==> config.mk <==
export PLATFORM = sky130hd
export DESIGN_NAME = rcip_pin_ctrl
export DESIGN_NICKNAME = d
export VERILOG_FILES = /design/src/rcip_pkg.sv /design/src/rcip_sync.sv /design/src/rcip_eclk_div.sv /design/src/rcip_pin_ctrl.sv
export SDC_FILE = /design/constraint.sdc
export NUM_CORES = 1
export LEC_CHECK = 0
export BUFFER_PORTS_ARGS = -buffer_cell sky130_fd_sc_hd__buf_4
export CAP_MARGIN = 20
export CORE_ASPECT_RATIO = 0.9
export CORE_MARGIN = 10
export CORE_UTILIZATION = 50
export CTS_CLUSTER_DIAMETER = 30
export CTS_CLUSTER_SIZE = 25
export DETAILED_ROUTE_END_ITERATION = 10
export PLACE_DENSITY = 0.86
export SLEW_MARGIN = 20
export SYNTH_ARGS = -nofsm -noshare
export SYNTH_HDL_FRONTEND = slang
export SYNTH_SLANG_ARGS = --single-unit
==> constraint.sdc <==
create_clock -name core_clk -period 3.4 [get_ports core_clk]
set_input_delay 0 -clock core_clk [delete_from_list [all_inputs] [get_ports core_clk]]
set_output_delay 0 -clock core_clk [all_outputs]
set_load 0.02 [all_outputs]
==> src/rcip_pkg.sv <==
// Package for the reset, clock and interrupt pin control block.
// Assumes a single core clock that also serves as the oscillator input.
package rcip_pkg;

    // ********************************************************************
    // Register map (byte addresses on the APB bus).
    // ********************************************************************
    localparam int ADDR_W = 8;
    localparam logic [7:0] PRIO_MISC_OFFS = 8'h00;
    localparam logic [7:0] OPTION_OFFS = 8'h04;
    localparam logic [7:0] CCFLAGS_OFFS = 8'h08;
    localparam logic [7:0] INT_STATUS_OFFS = 8'h0C;
    localparam logic [7:0] INT_MASK_OFFS = 8'h10;

    // ********************************************************************
    // Field positions.
    // ********************************************************************
    localparam int PM_ECLK_OFF_BIT = 0;
    localparam int PM_MODE_A_BIT = 1;
    localparam int PM_SPECIAL_BIT = 2;
    localparam int PM_BOOT_BIT = 3;
    localparam int OPT_EDGE_SEL_BIT = 0;
    localparam int CC_NMI_MASK_BIT = 0;
    localparam int INT_WATCHDOG_BIT = 0;
    localparam int INT_CLKMON_BIT = 1;
    localparam int INT_IRQ_BIT = 2;
    localparam int INT_NMI_BIT = 3;
    localparam int INT_W = 4;

    // ********************************************************************
    // Reset values.
    // ********************************************************************
    localparam logic ECLK_OFF_RST = 1'b0;
    localparam logic EDGE_SEL_RST = 1'b0;
    localparam logic NMI_MASK_RST = 1'b1;
    localparam logic [INT_W-1:0] INT_MASK_RST = 4'h0;
    // Synchroniser order {nmi, irq, modeB, modeA, resetPin}: pins idle, reset held.
    localparam logic [4:0] PIN_SYNC_RST = 5'h18;

    // ********************************************************************
    // Timing.
    // ********************************************************************
    localparam int CLK_PERIOD_NS = 50;
    localparam int ECLK_DIV = 4;
    localparam int FAULT_PULSE_NS = 800;
    // Least time, so round up to whole cycles.
    localparam int FAULT_PULSE_CYCLES = (FAULT_PULSE_NS + CLK_PERIOD_NS - 1) / CLK_PERIOD_NS;
    localparam int FAULT_CNT_W = 5;

endpackage

==> src/rcip_sync.sv <==
// Two-stage synchroniser for a group of asynchronous pin levels.
// Assumes each bit is a slow level; no bus coherency is promised across bits.
`timescale 1ns/1ns
module rcip_sync #(
    parameter int WIDTH = 1,
    parameter logic [WIDTH-1:0] RESET_VAL = '0
) (
    input wire logic core_clk,
    input wire logic rst_n,
    input wire logic [WIDTH-1:0] asyncIn,
    output logic [WIDTH-1:0] syncOut
);
    logic [WIDTH-1:0] stage1_reg;

    // ********************************************************************
    // Two flops; only the second stage is visible to the rest of the block.
    // ********************************************************************
    always_ff @(posedge core_clk or negedge rst_n) begin
        if (!rst_n) begin
            stage1_reg <= RESET_VAL;
            syncOut <= RESET_VAL;
        end else begin
            stage1_reg <= asyncIn;
            syncOut <= stage1_reg;
        end
    end
endmodule // rcip_sync

==> src/rcip_eclk_div.sv <==
// Bus timing clock divider with a glitch-free stop.
// Assumes the input clock is the oscillator rate; output is a registered level.
`timescale 1ns/1ns
module rcip_eclk_div #(
    parameter int DIV = 4
) (
    input wire logic core_clk,
    input wire logic rst_n,
    input wire logic run,
    output logic eClk
);
    localparam int CW = $clog2(DIV);
    localparam logic [CW-1:0] LAST = CW'(DIV - 1);
    localparam logic [CW-1:0] HALF = CW'(DIV / 2);

    if (DIV < 2 || (DIV % 2) != 0) begin : g_bad_div
        $error("rcip_eclk_div: DIV must be even and at least 2");
    end

    logic [CW-1:0] phase_reg;
    logic [CW-1:0] phase_next;
    wire logic atStart = (phase_reg == '0);
    // Stopping only at the start of a period keeps every emitted pulse whole.
    wire logic hold = !run && atStart;

    assign phase_next = hold ? '0 : ((phase_reg == LAST) ? '0 : phase_reg + 1'b1);

    // ********************************************************************
    // Phase counter and output flop.
    // ********************************************************************
    always_ff @(posedge core_clk or negedge rst_n) begin
        if (!rst_n) begin
            phase_reg <= '0;
            eClk <= 1'b0;
        end else begin
            phase_reg <= phase_next;
            eClk <= !hold && (phase_next >= HALF);
        end
    end
endmodule // rcip_eclk_div

==> src/rcip_pin_ctrl.sv <==
// Reset, bus clock and interrupt pin control with an APB register port.
// Assumes watchdog and clock monitor faults arrive as core_clk pulses and
// that the board pulls the reset and interrupt pins high when idle.
//
// Functional notes
// - Reset pin low puts all control state into its startup values; the code leaves the interrupt status and mask registers as they are.
// - Watchdog or clock monitor failure pulls the reset pin low, open drain.
// - Reset pin level at release takes part in selecting bootstrap mode; the code decodes it from the two mode pins alone.
// - Bus clock output runs at the oscillator rate divided by four.
// - Software may stop the bus clock output, only in single-chip mode.
// - Maskable interrupt is falling-edge or low-level, chosen by edge-select bit.
// - Every reset returns the maskable interrupt to level triggering.
// - During memory programming the maskable pin becomes the memory chip enable.
// - Non-maskable requests are accepted only after power-on reset completes.
// - Reset sets the non-maskable mask flag until software clears it.
// - Non-maskable input is low-level active; the board holds it high idle.
// - Reset rising edge latches mode pins into special and mode-A flags.
//
// Our own choices: the register offsets and the APB interface to the registers.
`timescale 1ns/1ns
module rcip_pin_ctrl (
    input wire logic core_clk,
    input wire logic rst_n,
    input wire logic [7:0] paddr,
    input wire logic psel,
    input wire logic penable,
    input wire logic pwrite,
    input wire logic [31:0] pwdata,
    output logic [31:0] prdata,
    output logic pready,
    output logic pslverr,
    input wire logic resetPin_n_in,
    output logic resetPin_n_out,
    output logic resetPinOe,
    input wire logic modeAPin,
    input wire logic modeBPin,
    input wire logic irqPin_n,
    input wire logic nmiPin_n,
    input wire logic watchdogFail,
    input wire logic clkMonFail,
    input wire logic promProgram,
    input wire logic irqAck,
    output logic coreReset_n,
    output logic eClk,
    output logic irqRequest,
    output logic nmiRequest,
    output logic bootSelect,
    output logic promChipEnable_n,
    output logic intLine
);
    // ********************************************************************
    // Pin synchronisers.
    // ********************************************************************
    logic [4:0] pinSync;
    rcip_sync #(
        .WIDTH(5),
        .RESET_VAL(rcip_pkg::PIN_SYNC_RST)
    ) u_pin_sync (
        .core_clk(core_clk),
        .rst_n(rst_n),
        .asyncIn({nmiPin_n, irqPin_n, modeBPin, modeAPin, resetPin_n_in}),
        .syncOut(pinSync)
    );

    wire logic resetLevel = pinSync[0];
    wire logic modeASync = pinSync[1];
    wire logic modeBSync = pinSync[2];
    wire logic irqLevel_n = pinSync[3];
    wire logic nmiLevel_n = pinSync[4];
    wire logic inPinReset = !resetLevel;

    // ********************************************************************
    // State.
    // ********************************************************************
    logic resetLevelPrev_reg;
    logic irqPrev_n_reg;
    logic specialMode_reg;
    logic modeA_reg;
    logic bootMode_reg;
    logic eclkOff_reg;
    logic irqEdgeSel_reg;
    logic nmiMask_reg;
    logic porDone_reg;
    logic irqPending_reg;
    logic [rcip_pkg::FAULT_CNT_W-1:0] faultCount_reg;
    logic [rcip_pkg::INT_W-1:0] intStatus_reg;
    logic [rcip_pkg::INT_W-1:0] intMask_reg;

    // ********************************************************************
    // APB decode; zero wait states, unmapped addresses answer with an error.
    // ********************************************************************
    wire logic setupPhase = psel && !penable;
    wire logic accessPhase = psel && penable;
    wire logic selPrio = (paddr == rcip_pkg::PRIO_MISC_OFFS);
    wire logic selOption = (paddr == rcip_pkg::OPTION_OFFS);
    wire logic selCcflags = (paddr == rcip_pkg::CCFLAGS_OFFS);
    wire logic selStatus = (paddr == rcip_pkg::INT_STATUS_OFFS);
    wire logic selMask = (paddr == rcip_pkg::INT_MASK_OFFS);
    wire logic mapped = selPrio || selOption || selCcflags || selStatus || selMask;
    wire logic wrEn = accessPhase && pwrite && mapped;
    wire logic [31:0] readMux =
        selPrio ? {28'h0000000, bootMode_reg, specialMode_reg, modeA_reg, eclkOff_reg} :
        selOption ? {31'h00000000, irqEdgeSel_reg} :
        selCcflags ? {31'h00000000, nmiMask_reg} :
        selStatus ? {28'h0000000, intStatus_reg} :
        selMask ? {28'h0000000, intMask_reg} : 32'h00000000;

    assign pready = 1'b1;
    assign pslverr = accessPhase && !mapped;

    // Read data is captured in the setup cycle so the access cycle sees a flop.
    always_ff @(posedge core_clk or negedge rst_n) begin
        if (!rst_n) begin
            prdata <= 32'h00000000;
        end else if (setupPhase && !pwrite) begin
            prdata <= readMux;
        end
    end

    // ********************************************************************
    // Mode latch at the reset rising edge.
    // ********************************************************************
    wire logic resetRise = resetLevel && !resetLevelPrev_reg;
    // Special when modeB low; mode-A flag follows the modeA pin.
    wire logic specialNext = !modeBSync;
    wire logic bootNext = !modeBSync && !modeASync;
    wire logic singleChip = !specialMode_reg && !modeA_reg;

    // The previous reset level starts low, so the first release is a rise.
    always_ff @(posedge core_clk or negedge rst_n) begin
        if (!rst_n) begin
            resetLevelPrev_reg <= 1'b0;
            specialMode_reg <= 1'b0;
            modeA_reg <= 1'b0;
            bootMode_reg <= 1'b0;
        end else begin
            resetLevelPrev_reg <= resetLevel;
            if (resetRise) begin
                specialMode_reg <= specialNext;
                modeA_reg <= modeASync;
                bootMode_reg <= bootNext;
            end
        end
    end

    assign bootSelect = bootMode_reg;

    // ********************************************************************
    // Control registers; the pin reset returns each to its startup value.
    // ********************************************************************
    wire logic wrPrio = wrEn && selPrio;
    wire logic wrOption = wrEn && selOption;
    wire logic wrCcClear = wrEn && selCcflags && !pwdata[rcip_pkg::CC_NMI_MASK_BIT];

    always_ff @(posedge core_clk or negedge rst_n) begin
        if (!rst_n) begin
            eclkOff_reg <= rcip_pkg::ECLK_OFF_RST;
            irqEdgeSel_reg <= rcip_pkg::EDGE_SEL_RST;
            nmiMask_reg <= rcip_pkg::NMI_MASK_RST;
        end else if (inPinReset) begin
            eclkOff_reg <= rcip_pkg::ECLK_OFF_RST;
            irqEdgeSel_reg <= rcip_pkg::EDGE_SEL_RST;
            nmiMask_reg <= rcip_pkg::NMI_MASK_RST;
        end else begin
            if (wrPrio) begin
                eclkOff_reg <= pwdata[rcip_pkg::PM_ECLK_OFF_BIT];
            end
            if (wrOption) begin
                irqEdgeSel_reg <= pwdata[rcip_pkg::OPT_EDGE_SEL_BIT];
            end
            // Software may only clear the mask; writing a one does not re-arm it.
            if (wrCcClear) begin
                nmiMask_reg <= 1'b0;
            end
        end
    end

    // ********************************************************************
    // Bus timing clock.
    // ********************************************************************
    // Stopping is refused outside single-chip mode, where the bus needs it.
    wire logic eclkRun = !(eclkOff_reg && singleChip);

    rcip_eclk_div #(
        .DIV(rcip_pkg::ECLK_DIV)
    ) u_eclk_div (
        .core_clk(core_clk),
        .rst_n(rst_n),
        .run(eclkRun),
        .eClk(eClk)
    );

    // ********************************************************************
    // Fault pulse on the open-drain reset pin.
    // ********************************************************************
    wire logic faultEvent = watchdogFail || clkMonFail;
    wire logic faultIdle = (faultCount_reg == '0);

    // A new fault during a pulse is merged into it rather than extending it.
    always_ff @(posedge core_clk or negedge rst_n) begin
        if (!rst_n) begin
            faultCount_reg <= '0;
        end else if (faultIdle && faultEvent) begin
            faultCount_reg <= rcip_pkg::FAULT_CNT_W'(rcip_pkg::FAULT_PULSE_CYCLES);
        end else if (!faultIdle) begin
            faultCount_reg <= faultCount_reg - 1'b1;
        end
    end

    assign resetPin_n_out = 1'b0;
    assign resetPinOe = !faultIdle;

    // Core reset follows the pin and our own drive, so a fault resets at once.
    always_ff @(posedge core_clk or negedge rst_n) begin
        if (!rst_n) begin
            coreReset_n <= 1'b0;
        end else begin
            coreReset_n <= resetLevel && faultIdle;
        end
    end

    // ********************************************************************
    // Maskable interrupt: level or falling edge, or memory chip enable.
    // ********************************************************************
    wire logic irqFall = irqPrev_n_reg && !irqLevel_n;
    wire logic irqActive = irqEdgeSel_reg ? (irqPending_reg || irqFall) : !irqLevel_n;

    always_ff @(posedge core_clk or negedge rst_n) begin
        if (!rst_n) begin
            irqPrev_n_reg <= 1'b1;
            irqPending_reg <= 1'b0;
            irqRequest <= 1'b0;
            promChipEnable_n <= 1'b1;
        end else begin
            irqPrev_n_reg <= irqLevel_n;
            // A fall in the acknowledge cycle is kept: setting wins.
            if (promProgram || inPinReset || !irqEdgeSel_reg) begin
                irqPending_reg <= 1'b0;
            end else if (irqFall) begin
                irqPending_reg <= 1'b1;
            end else if (irqAck) begin
                irqPending_reg <= 1'b0;
            end
            irqRequest <= !promProgram && !inPinReset && irqActive;
            promChipEnable_n <= promProgram ? irqLevel_n : 1'b1;
        end
    end

    // ********************************************************************
    // Non-maskable interrupt: active-low level, gated by reset and mask.
    // ********************************************************************
    always_ff @(posedge core_clk or negedge rst_n) begin
        if (!rst_n) begin
            porDone_reg <= 1'b0;
            nmiRequest <= 1'b0;
        end else begin
            if (resetLevel) begin
                porDone_reg <= 1'b1;
            end
            nmiRequest <= porDone_reg && resetLevel && !nmiMask_reg && !nmiLevel_n;
        end
    end

    // ********************************************************************
    // Interrupt status, mask and output line.
    // ********************************************************************
    wire logic [rcip_pkg::INT_W-1:0] intEvents = {nmiRequest, irqRequest, clkMonFail, watchdogFail};
    wire logic [rcip_pkg::INT_W-1:0] intClear =
        (wrEn && selStatus) ? pwdata[rcip_pkg::INT_W-1:0] : '0;

    // Status survives the pin reset so software can see why it was reset.
    always_ff @(posedge core_clk or negedge rst_n) begin
        if (!rst_n) begin
            intStatus_reg <= '0;
            intMask_reg <= rcip_pkg::INT_MASK_RST;
            intLine <= 1'b0;
        end else begin
            intStatus_reg <= (intStatus_reg & ~intClear) | intEvents;
            if (wrEn && selMask) begin
                intMask_reg <= pwdata[rcip_pkg::INT_W-1:0];
            end
            intLine <= |(((intStatus_reg & ~intClear) | intEvents) & intMask_reg);
        end
    end

    // ********************************************************************
    // Assertions.
    // ********************************************************************
    a_fault_drives_pin: assert property (@(posedge core_clk) disable iff (!rst_n)
        faultEvent && faultIdle |=> resetPinOe && !resetPin_n_out)
        else $error("fault did not pull the reset pin low");

    a_fault_pulse_len: assert property (@(posedge core_clk) disable iff (!rst_n)
        $rose(resetPinOe) |-> ##15 resetPinOe ##1 !resetPinOe)
        else $error("reset pin fault pulse has the wrong length");

    a_eclk_quarter_rate: assert property (@(posedge core_clk) disable iff (!rst_n)
        $rose(eClk) |=> eClk ##1 !eClk ##1 !eClk)
        else $error("bus clock high phase is not two cycles");

    a_eclk_off_single: assert property (@(posedge core_clk) disable iff (!rst_n)
        !eclkRun[*4] |-> !eClk)
        else $error("stopped bus clock did not settle low");

    a_eclk_gate_only: assert property (@(posedge core_clk) disable iff (!rst_n)
        !singleChip |-> eclkRun)
        else $error("bus clock stopped outside single-chip mode");

    a_irq_level_mode: assert property (@(posedge core_clk) disable iff (!rst_n)
        !irqEdgeSel_reg && !promProgram && resetLevel && !irqLevel_n |=> irqRequest)
        else $error("low level on maskable pin did not raise a request");

    a_edge_reset_level: assert property (@(posedge core_clk) disable iff (!rst_n)
        inPinReset |=> !irqEdgeSel_reg && nmiMask_reg)
        else $error("reset left edge select or mask wrong");

    a_prom_ce_route: assert property (@(posedge core_clk) disable iff (!rst_n)
        promProgram |=> !irqRequest && (promChipEnable_n == $past(irqLevel_n)))
        else $error("programming mode did not reroute the maskable pin");

    a_nmi_masked: assert property (@(posedge core_clk) disable iff (!rst_n)
        nmiMask_reg |=> !nmiRequest)
        else $error("masked non-maskable request reached the core");

    a_mode_latch: assert property (@(posedge core_clk) disable iff (!rst_n)
        resetRise |=> specialMode_reg == !$past(modeBSync) && modeA_reg == $past(modeASync))
        else $error("mode flags not latched at reset release");

    a_core_reset_hold: assert property (@(posedge core_clk) disable iff (!rst_n)
        !faultIdle || inPinReset |=> !coreReset_n)
        else $error("core reset released while the reset pin was low");

    a_boot_decode: assert property (@(posedge core_clk) disable iff (!rst_n)
        resetRise |=> bootSelect == (!$past(modeBSync) && !$past(modeASync)))
        else $error("bootstrap select not decoded from the straps");

    a_irq_edge_latch: assert property (@(posedge core_clk) disable iff (!rst_n)
        irqEdgeSel_reg && irqFall && !promProgram && resetLevel |=> irqRequest)
        else $error("falling edge on maskable pin gave no request");

    a_nmi_after_por: assert property (@(posedge core_clk) disable iff (!rst_n)
        !porDone_reg |=> !nmiRequest)
        else $error("non-maskable request before the first reset release");

    a_nmi_level: assert property (@(posedge core_clk) disable iff (!rst_n)
        porDone_reg && resetLevel && !nmiMask_reg && !nmiLevel_n |=> nmiRequest)
        else $error("unmasked low non-maskable level gave no request");
endmodule // rcip_pin_ctrl

# ---- Word level (Yosys, flattened, before mapping)
# Index checks and enable logic that the tools add are counted.
dict set report totals {
  output_inout_bits 43
  wordCells 116
  ff_bits 73
  input_bits 54
}
dict set report classes {
  n_lt_le_gt_ge 1
  n_mux 21
  reduce_logical 56
  addsub 2
  eq_ne 9
  bitwise 4
}
# operator n
set op_table {}
lappend op_table {{$logic_and 1x1->1} 26}
lappend op_table {{$mux 4} 6}
lappend op_table {{$logic_not 1->1} 17}
lappend op_table {{$eq 8x4->1 const B} 2}
lappend op_table {{$mux 1} 11}
lappend op_table {{$mux 5} 2}
lappend op_table {{$and 4x4->4} 2}
lappend op_table {{$eq 8x3->1 const B} 1}
lappend op_table {{$eq 8x5->1 const B} 1}
lappend op_table {{$logic_not 8->1} 1}
lappend op_table {{$logic_or 1x1->1} 8}
lappend op_table {{$ne 2x2->1 const B} 3}
lappend op_table {{$logic_not 5->1} 1}
lappend op_table {{$sub 5x1->5 const B} 1}
lappend op_table {{$mux 2} 2}
lappend op_table {{$not 4->4} 1}
lappend op_table {{$or 4x4->4} 1}
lappend op_table {{$reduce_or 4->1} 1}
lappend op_table {{$reduce_bool 3->1} 1}
lappend op_table {{$add 2x1->2 const B} 1}
lappend op_table {{$eq 2x2->1 const B} 1}
lappend op_table {{$ge 2x2->1 const B} 1}
lappend op_table {{$logic_not 2->1} 1}
lappend op_table {{$ne 2x1->1 const B} 1}

# ---- Depth between registers and ports, before layout
# Gate-level depths: netlist (run 1).
dict set report logic_depth {
  ltp_word 13
  mapped_depth 7
  mapped_depth_nobuf 7
}

# ---- By module
# A second synthesis (run 1) with hierarchy kept.
dict set report hier_totals {
  cells_unflattened 193
  hier_area_um2 2123.3
}
# module seq_area_each_um2 area_each_um2 n_inst cells_each
set modules_own_cells {}
lappend modules_own_cells {rcip_pin_ctrl 804.5 1727.9 1 173}
lappend modules_own_cells {rcip_sync 255.2 255.2 1 10}
lappend modules_own_cells {rcip_eclk_div 75.1 140.1 1 10}

# ---- Worst setup path before layout (run 1)
# No wires, ideal clock.
dict set report synth_timing {
  path_type {register -> register}
  from {register faultCount_reg[0] (netlist name)}
  to {register faultCount_reg[2] (netlist name)}
  arrival_time_ps 1626
  period_less_slack_ps 1750
  setup_ps 124
  path_stages_with_launch 8
  setup_slack_ps 1650
  t_required_ps 3276
  path_buffers 0
  cell_sequence {dfrtp_1 > inv_1 > ha_1 > or3b_2 > nor2_1 > inv_1 > nand2_1 > mux2i_1}
}
dict set report synth_between {
  elab_chain_len 3
  elab_cells_between_ends 6
  cone_classes {1 x add/sub; 1 x eq/ne; 2 x mux; 2 x reduce/logical}
}
# element line
set synth_lines {}
lappend synth_lines {{start: declaration} rcip_pin_ctrl.sv:85} ;# logic [rcip_pkg::FAULT_CNT_W-1:0] faultCount_reg;
lappend synth_lines {{start signal: assignment} rcip_pin_ctrl.sv:204} ;# faultCount_reg <= rcip_pkg::FAULT_CNT_W'(rcip_pkg::FAULT_PULSE_CYCLES);
lappend synth_lines {{start signal: assignment} rcip_pin_ctrl.sv:206} ;# faultCount_reg <= faultCount_reg - 1'b1;
lappend synth_lines {{$sub 5x1->5 / $logic_not 5->1 (equally long branches)} {rcip_pin_ctrl.sv:206, rcip_pin_ctrl.sv:197}}
lappend synth_lines {{$mux 5 / $logic_and 1x1->1 (equally long branches)} {rcip_pin_ctrl.sv:205, rcip_pin_ctrl.sv:203}}
lappend synth_lines {{$mux 5 / $ne 2x1->1 (equally long branches)} n/a}
# Parallel ways exist; a longest one is shown, timed or not. The select of a mux whose other input is x is not followed.
# A chain may end at the register's enable or synchronous reset.

# ---- Final worst setup path (run 1)
dict set report layout_timing {
  from {register faultCount_reg[0] (netlist name)}
  to {output resetPinOe}
}
dict set report layout_between {
  elab_chain_len 2
}
# element line
set layout_lines {}
lappend layout_lines {{$logic_not 5->1} rcip_pin_ctrl.sv:197} ;# wire logic faultIdle = (faultCount_reg == '0);
lappend layout_lines {{$logic_not 1->1} rcip_pin_ctrl.sv:211} ;# assign resetPinOe = !faultIdle;
lappend layout_lines {{end: declaration} rcip_pin_ctrl.sv:34} ;# output logic resetPinOe,
# No other way between the ends.

==> results.md, run 1 <==
- Grt ovf: 0
- Worst-path clk slew: approximately 80 ps
- Placed cells: approximately 280
- Total GRT Usage: 0.119
- Setup violations, final: 0
- FMAX: between 400 and 500 MHz
- Synth cell types: 40
- Vias in the first global route: 1413
- VDD IR max: 0.320 mV
- Share of post-route cells with drive strength above 1: 0.260
- Row count: 22
- Crit start category: flop
- Yosys reg bits: 44
- Initial antenna violation count: 0
- HP Class: primary input to flop
- Slew Viols, Final: 0
- Drt wl/cell: between 10 and 15 um
- GP Congestion: about 0.9
- Setup TNS: 0 ps
- Initial DRT Pass Iterations: 4
- H-tree depth: 2
- Comb power frac: 0.187
- RSZ-0062 raised after global routing: no
- Core Footprint: 4100 um2
- CP endpoint kind: output port
- Starting Density: 0.520
- Area grow syn2layout: 20.0%
- Reg power frac: 0.536
- Register area share after synthesis: 0.521
- # IOs: 97
- Category of the most critical setup path: flop to output port
- Fin. Hold Viols: 0
- CTS Root Cell: clkbuf_8
- Die X: 88.8 um
- Top Layer Used: met4
- Final period util: 0.600
- Final net count: just over 300
- Critical-path maximum fanout: 7
- Antenna cell count: 0
- Post-CTS setup buffers: 0
- Iter 0 DRT Violations: 73
- Vias: 1448
- Sw Share: 0.286
- Die H: 81.9 um
- Pin count of the biggest net entering global routing: 45
- Mapped Area: 2130 um2
- CTS Buffer Depth: 2
- Leak Pwr: roughly 1.2 nW
- Final WL: 4200 um
- I/O Buffers: 38
- First-pass GRT wire length: 6650 um
- Via-to-Cell Ratio: 4.86
- Async set-reset flop share out of synthesis: 1.00
- Yosys warnings: 0
- Clock network fraction of total power: 0.278
- Tightest Pin Transition: 514 ps
- CTS tree: built
- Routed wl met3: approximately 380 um
- Final std cells w/o fill: 298
- Remaining antenna violation count: 0
- Detailed placer's ending HPWL: ~3200 um
- # DRC: 0
- Synth Instances: 197
- Met2 Wirelength: 2030 um
- Clock Latency Late Sink: 300 ps
- CTS buffer count: 5
- WL met1: 1730 um
- PwrDens: 443 nW/um2
- Outcome: finished, final reports clean
- Psw: 0.324 mW
- Die area: 7280 um2
- Max cap viols: 0
- Ys flop type: dfrtp_1
- Slew headroom: 0.658
- Int Power: 0.809 mW
- Number of synthesized flops with an enable pin: 0
- # clock sinks: 44
- Fin Clk Skew: 7.60 ps
- Crit path DAT: 2040 ps
- CP Data Required Time: roughly 3400 ps
- Synthesized area per cell: approximately 11 um2
- Minimum clock period: 2040 ps
## Yosys cell counts, drive strengths merged (3+ instances only)
library cell  count  area share
nor2             11       0.019
ha                3       0.018
mux2i             4       0.019
mux2              8       0.042
o21ai            19       0.045
dfrtp            37        0.43
a21o              4       0.014
nor3              3      0.0070
nand3             7       0.019
a22oi             3       0.011
buf              30        0.11
a21oi             4      0.0094
dfstp             7       0.086
inv               8       0.014
nor2b             4       0.012
nand2            15       0.026
clkbuf            4      0.0070
## metrics by stage
stage	power (mW)	instance area, um2	worst slack [ps]	hold slack (ps)	util
2_1_floorplan	0.767	2240	1650	-296	-
5_1_grt	1.20	2560	1170	28.8	0.623
3_3_place_gp	0.809	2340	1630	19.6	0.571
3_5_place_dp	0.817	2340	1630	15.6	0.571
4_1_cts	1.15	2560	1370	30.6	0.623
6_report	1.13	2560	1360	33.2	0.623
## metal layers
metal | track usage | vias to the layer above
met5 | 0 | -
li1 | - | 718
met1 | 0.133 | 674
met2 | 0.196 | 50
met4 | 0.0403 | 0
met3 | 0.0564 | 6
## timing repair
action / 4_1_cts / 5_1_grt
hold buffers: 13 / 0
gates resized for setup: 0 / 0
endpoints found under the hold margin: 51 / 0
## placed cells by master (no fill, tap or decap), types with 4 or more instances in the layout
cell type / netlist / layout
mux2_1: 4 / 4
conb_1: 2 / 30
nand3_1: 6 / 6
a21oi_1: 4 / 4
clkbuf_8: 0 / 5
mux2i_1: 4 / 4
nor2b_1: 4 / 4
nand2_1: 15 / 15
buf_4: 30 / 38
a21o_1: 4 / 4
mux2_2: 4 / 4
dfrtp_1: 37 / 37
nor2_1: 11 / 11
o21ai_0: 18 / 18
inv_1: 8 / 8
dfstp_2: 7 / 7
dlygate4sd3_1: 0 / 13
## final cells by class
cell class | instances | area [um2]
inverter | 8 | 30.0
timing repair buffer | 51 | 415
clock buffer | 6 | 72.6
multi-input combinational | 139 | 856
clock inverter | 2 | 12.5
fill | 335 | 1550
tap | 48 | 60.1
sequential | 44 | 1110
## power by group through the flow
stage	logic, mW	clock network, mW	registers [mW]
global placement	0.195	0	0.614
floorplan	0.154	0	0.614
CTS	0.213	0.327	0.607
detailed placement	0.201	0	0.616
global route	0.240	0.351	0.612
finish	0.212	0.314	0.607
## kinds of logic after synthesis
| group | count (synthesis) | share of synthesized area |
|---|---|---|
| adders and majority gates | 3 | 0.0176 |
| buffers and inverters | 42 | 0.127 |
| muxes | 12 | 0.0611 |
| AOI/OAI and AO/OA | 35 | 0.0957 |
| other | 2 | 0.00352 |
| and+or+nand+nor | 59 | 0.174 |
| DFF | 44 | 0.521 |
## critical path, cell delays in order, from the launching register on
cell     delay (ps)
dfrtp_1         410
inv_1            70
ha_1            190
or3b_2          470
nor2_1          310
inv_1           120
buf_4           180
## path summary, 6_finish.rpt
kind	start	endpoint	slack, ps	cells after the start
max	faultCount_reg[0]	resetPinOe	1360	6
min	psel	prdata[3]	30	3
max reg2reg	faultCount_reg[0]	faultCount_reg[4]	1580	6
min reg2reg	u_pin_sync.stage1_reg[0]	u_pin_sync.syncOut[0]	350	0
max in group asynchronous	rst_n	nmiMask_reg	2810	2
min in group asynchronous	rst_n	faultCount_reg[2]	210	2
(Power assumes the default switching activity.)
==> inputs of run 2 (changes only) <==
--- a/config.mk
+++ b/config.mk
@@ -9,11 +9,11 @@
 export CAP_MARGIN = 20
 export CORE_ASPECT_RATIO = 0.9
 export CORE_MARGIN = 10
-export CORE_UTILIZATION = 50
+export CORE_UTILIZATION = 47
 export CTS_CLUSTER_DIAMETER = 30
 export CTS_CLUSTER_SIZE = 25
 export DETAILED_ROUTE_END_ITERATION = 10
-export PLACE_DENSITY = 0.86
+export PLACE_DENSITY = 0.82
 export SLEW_MARGIN = 20
 export SYNTH_ARGS = -nofsm -noshare
 export SYNTH_HDL_FRONTEND = slang
==> constraint.sdc (replaced) <==
create_clock -name core_clk -period 2 [get_ports core_clk]
set_input_delay 0 -clock core_clk [delete_from_list [all_inputs] [get_ports core_clk]]
set_output_delay 0 -clock core_clk [all_outputs]
set_load 0.02 [all_outputs]
==> run 2 against run 1 <==
Net effect:
- flip-flop and latch count is the same
- utilization decreased by 3.1 points
- sequential share of layout area down 1.1 points
- clock power increased by 130%
- critical endpoint unchanged
==> results.md, run 2 (same netlist as run 1, synthesis figures left out) <==
- Outcome: finished, final reports clean (unchanged)
- Drt wl/cell: 13.8 um (was 14.1 um)
- CTS tree: built (unchanged)
- # clock sinks: 44 (unchanged)
- Sw Share: 0.270 (was 0.286)
- Crit start category: flop (unchanged)
- Clock Latency Late Sink: 290 ps (was 300 ps)
- Category of the most critical setup path: flop to output port (unchanged)
- H-tree depth: 2 (unchanged)
- Final Util: 0.592 (was 0.623)
- VDD IR max: 0.525 mV (was 0.320 mV)
- Setup TNS: 0 ps (unchanged)
- Remaining antenna violation count: 0 (unchanged)
- Most frequent cells in the layout: buf_4 (39), dfrtp_1 (37), conb_1 (30) (was buf_4 (38), dfrtp_1 (37), conb_1 (30))
- Worst-path clk slew: 90 ps (was 80 ps)
- CTS Root Cell: clkbuf_8 (unchanged)
- Total GRT Usage: 0.115 (was 0.119)
- First-pass GRT wire length: 7480 um (was 6650 um)
- Multi-input combinational cell area: 863 um2 (was 856 um2)
- Placed cells: 292 (was 277)
- Tightest Pin Transition: 538 ps (was 514 ps)
- Final period util: 0.928
- Initial antenna violation count: 0 (unchanged)
- Worst Reg-to-Reg Cells: 6 (unchanged)
- Slew headroom: 0.641 (was 0.658)
- FILL cells: 387 (was 335)
- Min-Delay Path Depth: 3 (unchanged)
- Slew Viols, Final: 0 (unchanged)
- Psw: 0.570 mW (was 0.324 mW)
- Starting Density: 0.481 (was 0.520)
- PwrDens: 805 nW/um2 (was 443 nW/um2)
- Die X: 91.0 um (was 88.8 um)
- Commonest non-fill, non-tap cell in the layout: buf_4 (unchanged)
- # IOs: 97 (unchanged)
- CTS buffer count: 5 (unchanged)
- FMAX: 539 MHz
- Int Power: 1.54 mW (was 0.809 mW)
- Iter 0 DRT Violations: 86 (was 73)
- Clock network fraction of total power: 0.335 (was 0.278)
- Minimum clock period: 1860 ps
- # DRC: 0 (unchanged)
- Register area: 1110 um2 (unchanged)
- Max cap viols: 0 (unchanged)
- Fin area: 2630 um2 (was 2560 um2)
- Initial DRT Pass Iterations: 4 (unchanged)
- Pin count of the biggest net entering global routing: 45 (unchanged)
- Row count: 23 (was 22)
- Leak Pwr: 1.21 nW (was 1.19 nW)
- Detailed placer's ending HPWL: 3250 um (was 3170 um)
- Comb power frac: 0.173 (was 0.187)
- CP Data Required Time: 2000 ps (was 3400 ps)
- Final net count: 307 (was 306)
- Reg power frac: 0.491 (was 0.536)
- Core Footprint: 4430 um2 (was 4100 um2)
- Fin Clk Skew: 8.08 ps (was 7.60 ps)
- I/O Buffers: 38 (unchanged)
- Share of post-route cells with drive strength above 1: 0.271 (was 0.260)
- Final std cells w/o fill: 313 (was 298)
- Fin. Hold Viols: 0 (unchanged)
- HP Class: primary input to flop (unchanged)
- Via-to-Cell Ratio: 4.75 (was 4.86)
- Grt ovf: 0 (unchanged)
- Hold slack: 37.1 ps (was 33.2 ps)
- RSZ-0062 raised after global routing: no (unchanged)
- Antenna cell count: 0 (unchanged)
- Area grow syn2layout: 23.2% (was 20.0%)
- CTS Buffer Depth: 2 (unchanged)
- Final WL: 4310 um (was 4200 um)
- Critical-path maximum fanout: 7 (unchanged)
- Setup violations, final: 0 (unchanged)
- DP Area: 2370 um2 (was 2340 um2)
- GP Congestion: 0.862 (was 0.903)
- Die H: 83.9 um (was 81.9 um)
- Vias: 1486 (was 1448)
- Die area: 7630 um2 (was 7280 um2)
- Vias in the first global route: 1562 (was 1413)
- CP endpoint kind: output port (unchanged)
- Crit path DAT: 1860 ps (was 2040 ps)
run 2: changes by cell type in the layout (fill, tap and decap cells not counted), sizes merged:
cell	before	now
buf	38	39
bufinv	0	1
clkinvlp	1	0
run 2: path summary, 6_finish.rpt:
path / startpoint / endpoint / slack (ps)
max in group asynchronous: rst_n / u_pin_sync.syncOut[4] / 1380
setup / recovery: faultCount_reg[0] / resetPinOe / 140
hold reg to reg: u_pin_sync.stage1_reg[2] / u_pin_sync.syncOut[2] / 350
setup reg to reg: faultCount_reg[0] / faultCount_reg[4] / 340
min in group asynchronous: rst_n / faultCount_reg[2] / 240
hold / removal: psel / prdata[3] / 40
run 2: worst max-delay path: stages (launching register included):
cell and delay, ps:
dfrtp_1 420, inv_1 70, ha_1 180, or3b_2 500, nor2_4 170, inv_1 80, buf_4 160
run 2: cell type report:
class / count / share of cell area
clock buffers: 6 / 0.0315
clock inverters: 2 / 0.0148
inverters: 8 / 0.0114
multi-input cells: 139 / 0.329
flip-flops and latches: 44 / 0.423
well taps: 62 / 0.0296
repair buffers: 52 / 0.161
run 2: power groups by stage:
stage          sequential (mW)  clock (mW)  combinational, mW
2_1_floorplan             1.04           0              0.261
3_3_place_gp              1.04           0              0.331
3_5_place_dp              1.05           0              0.340
4_1_cts                   1.03       0.729              0.363
5_1_grt                   1.05       0.780              0.410
6_report                  1.04       0.709              0.366
run 2: repair_timing:
item / in CTS / in global routing
hold endpoints to repair: 51 / 0
cloned: 0 / 0
setup buffers: 0 / 0
setup endpoints to repair: 1 / 1
hold buffers: 13 / 0
resized for setup: 1 / 1
run 2: metrics by stage:
| step | power (mW) | worst slack [ps] |
|---|---|---|
| final | 2.11 | 144 |
| after global placement | 1.38 | 223 |
| after global routing | 2.24 | 27.6 |
| after CTS | 2.13 | 91.4 |
| after floorplan | 1.30 | 250 |
| after detailed placement | 1.39 | 233 |
run 2: metal layers:
layer / up-vias / wire (um) / GRT usage
li1: 726 / - / -
met1: 696 / 1850 / 0.137
met2: 62 / 2070 / 0.192
met3: 2 / 368 / 0.0441
met4: 0 / 14 / 0.0256
met5: - / 0 / 0
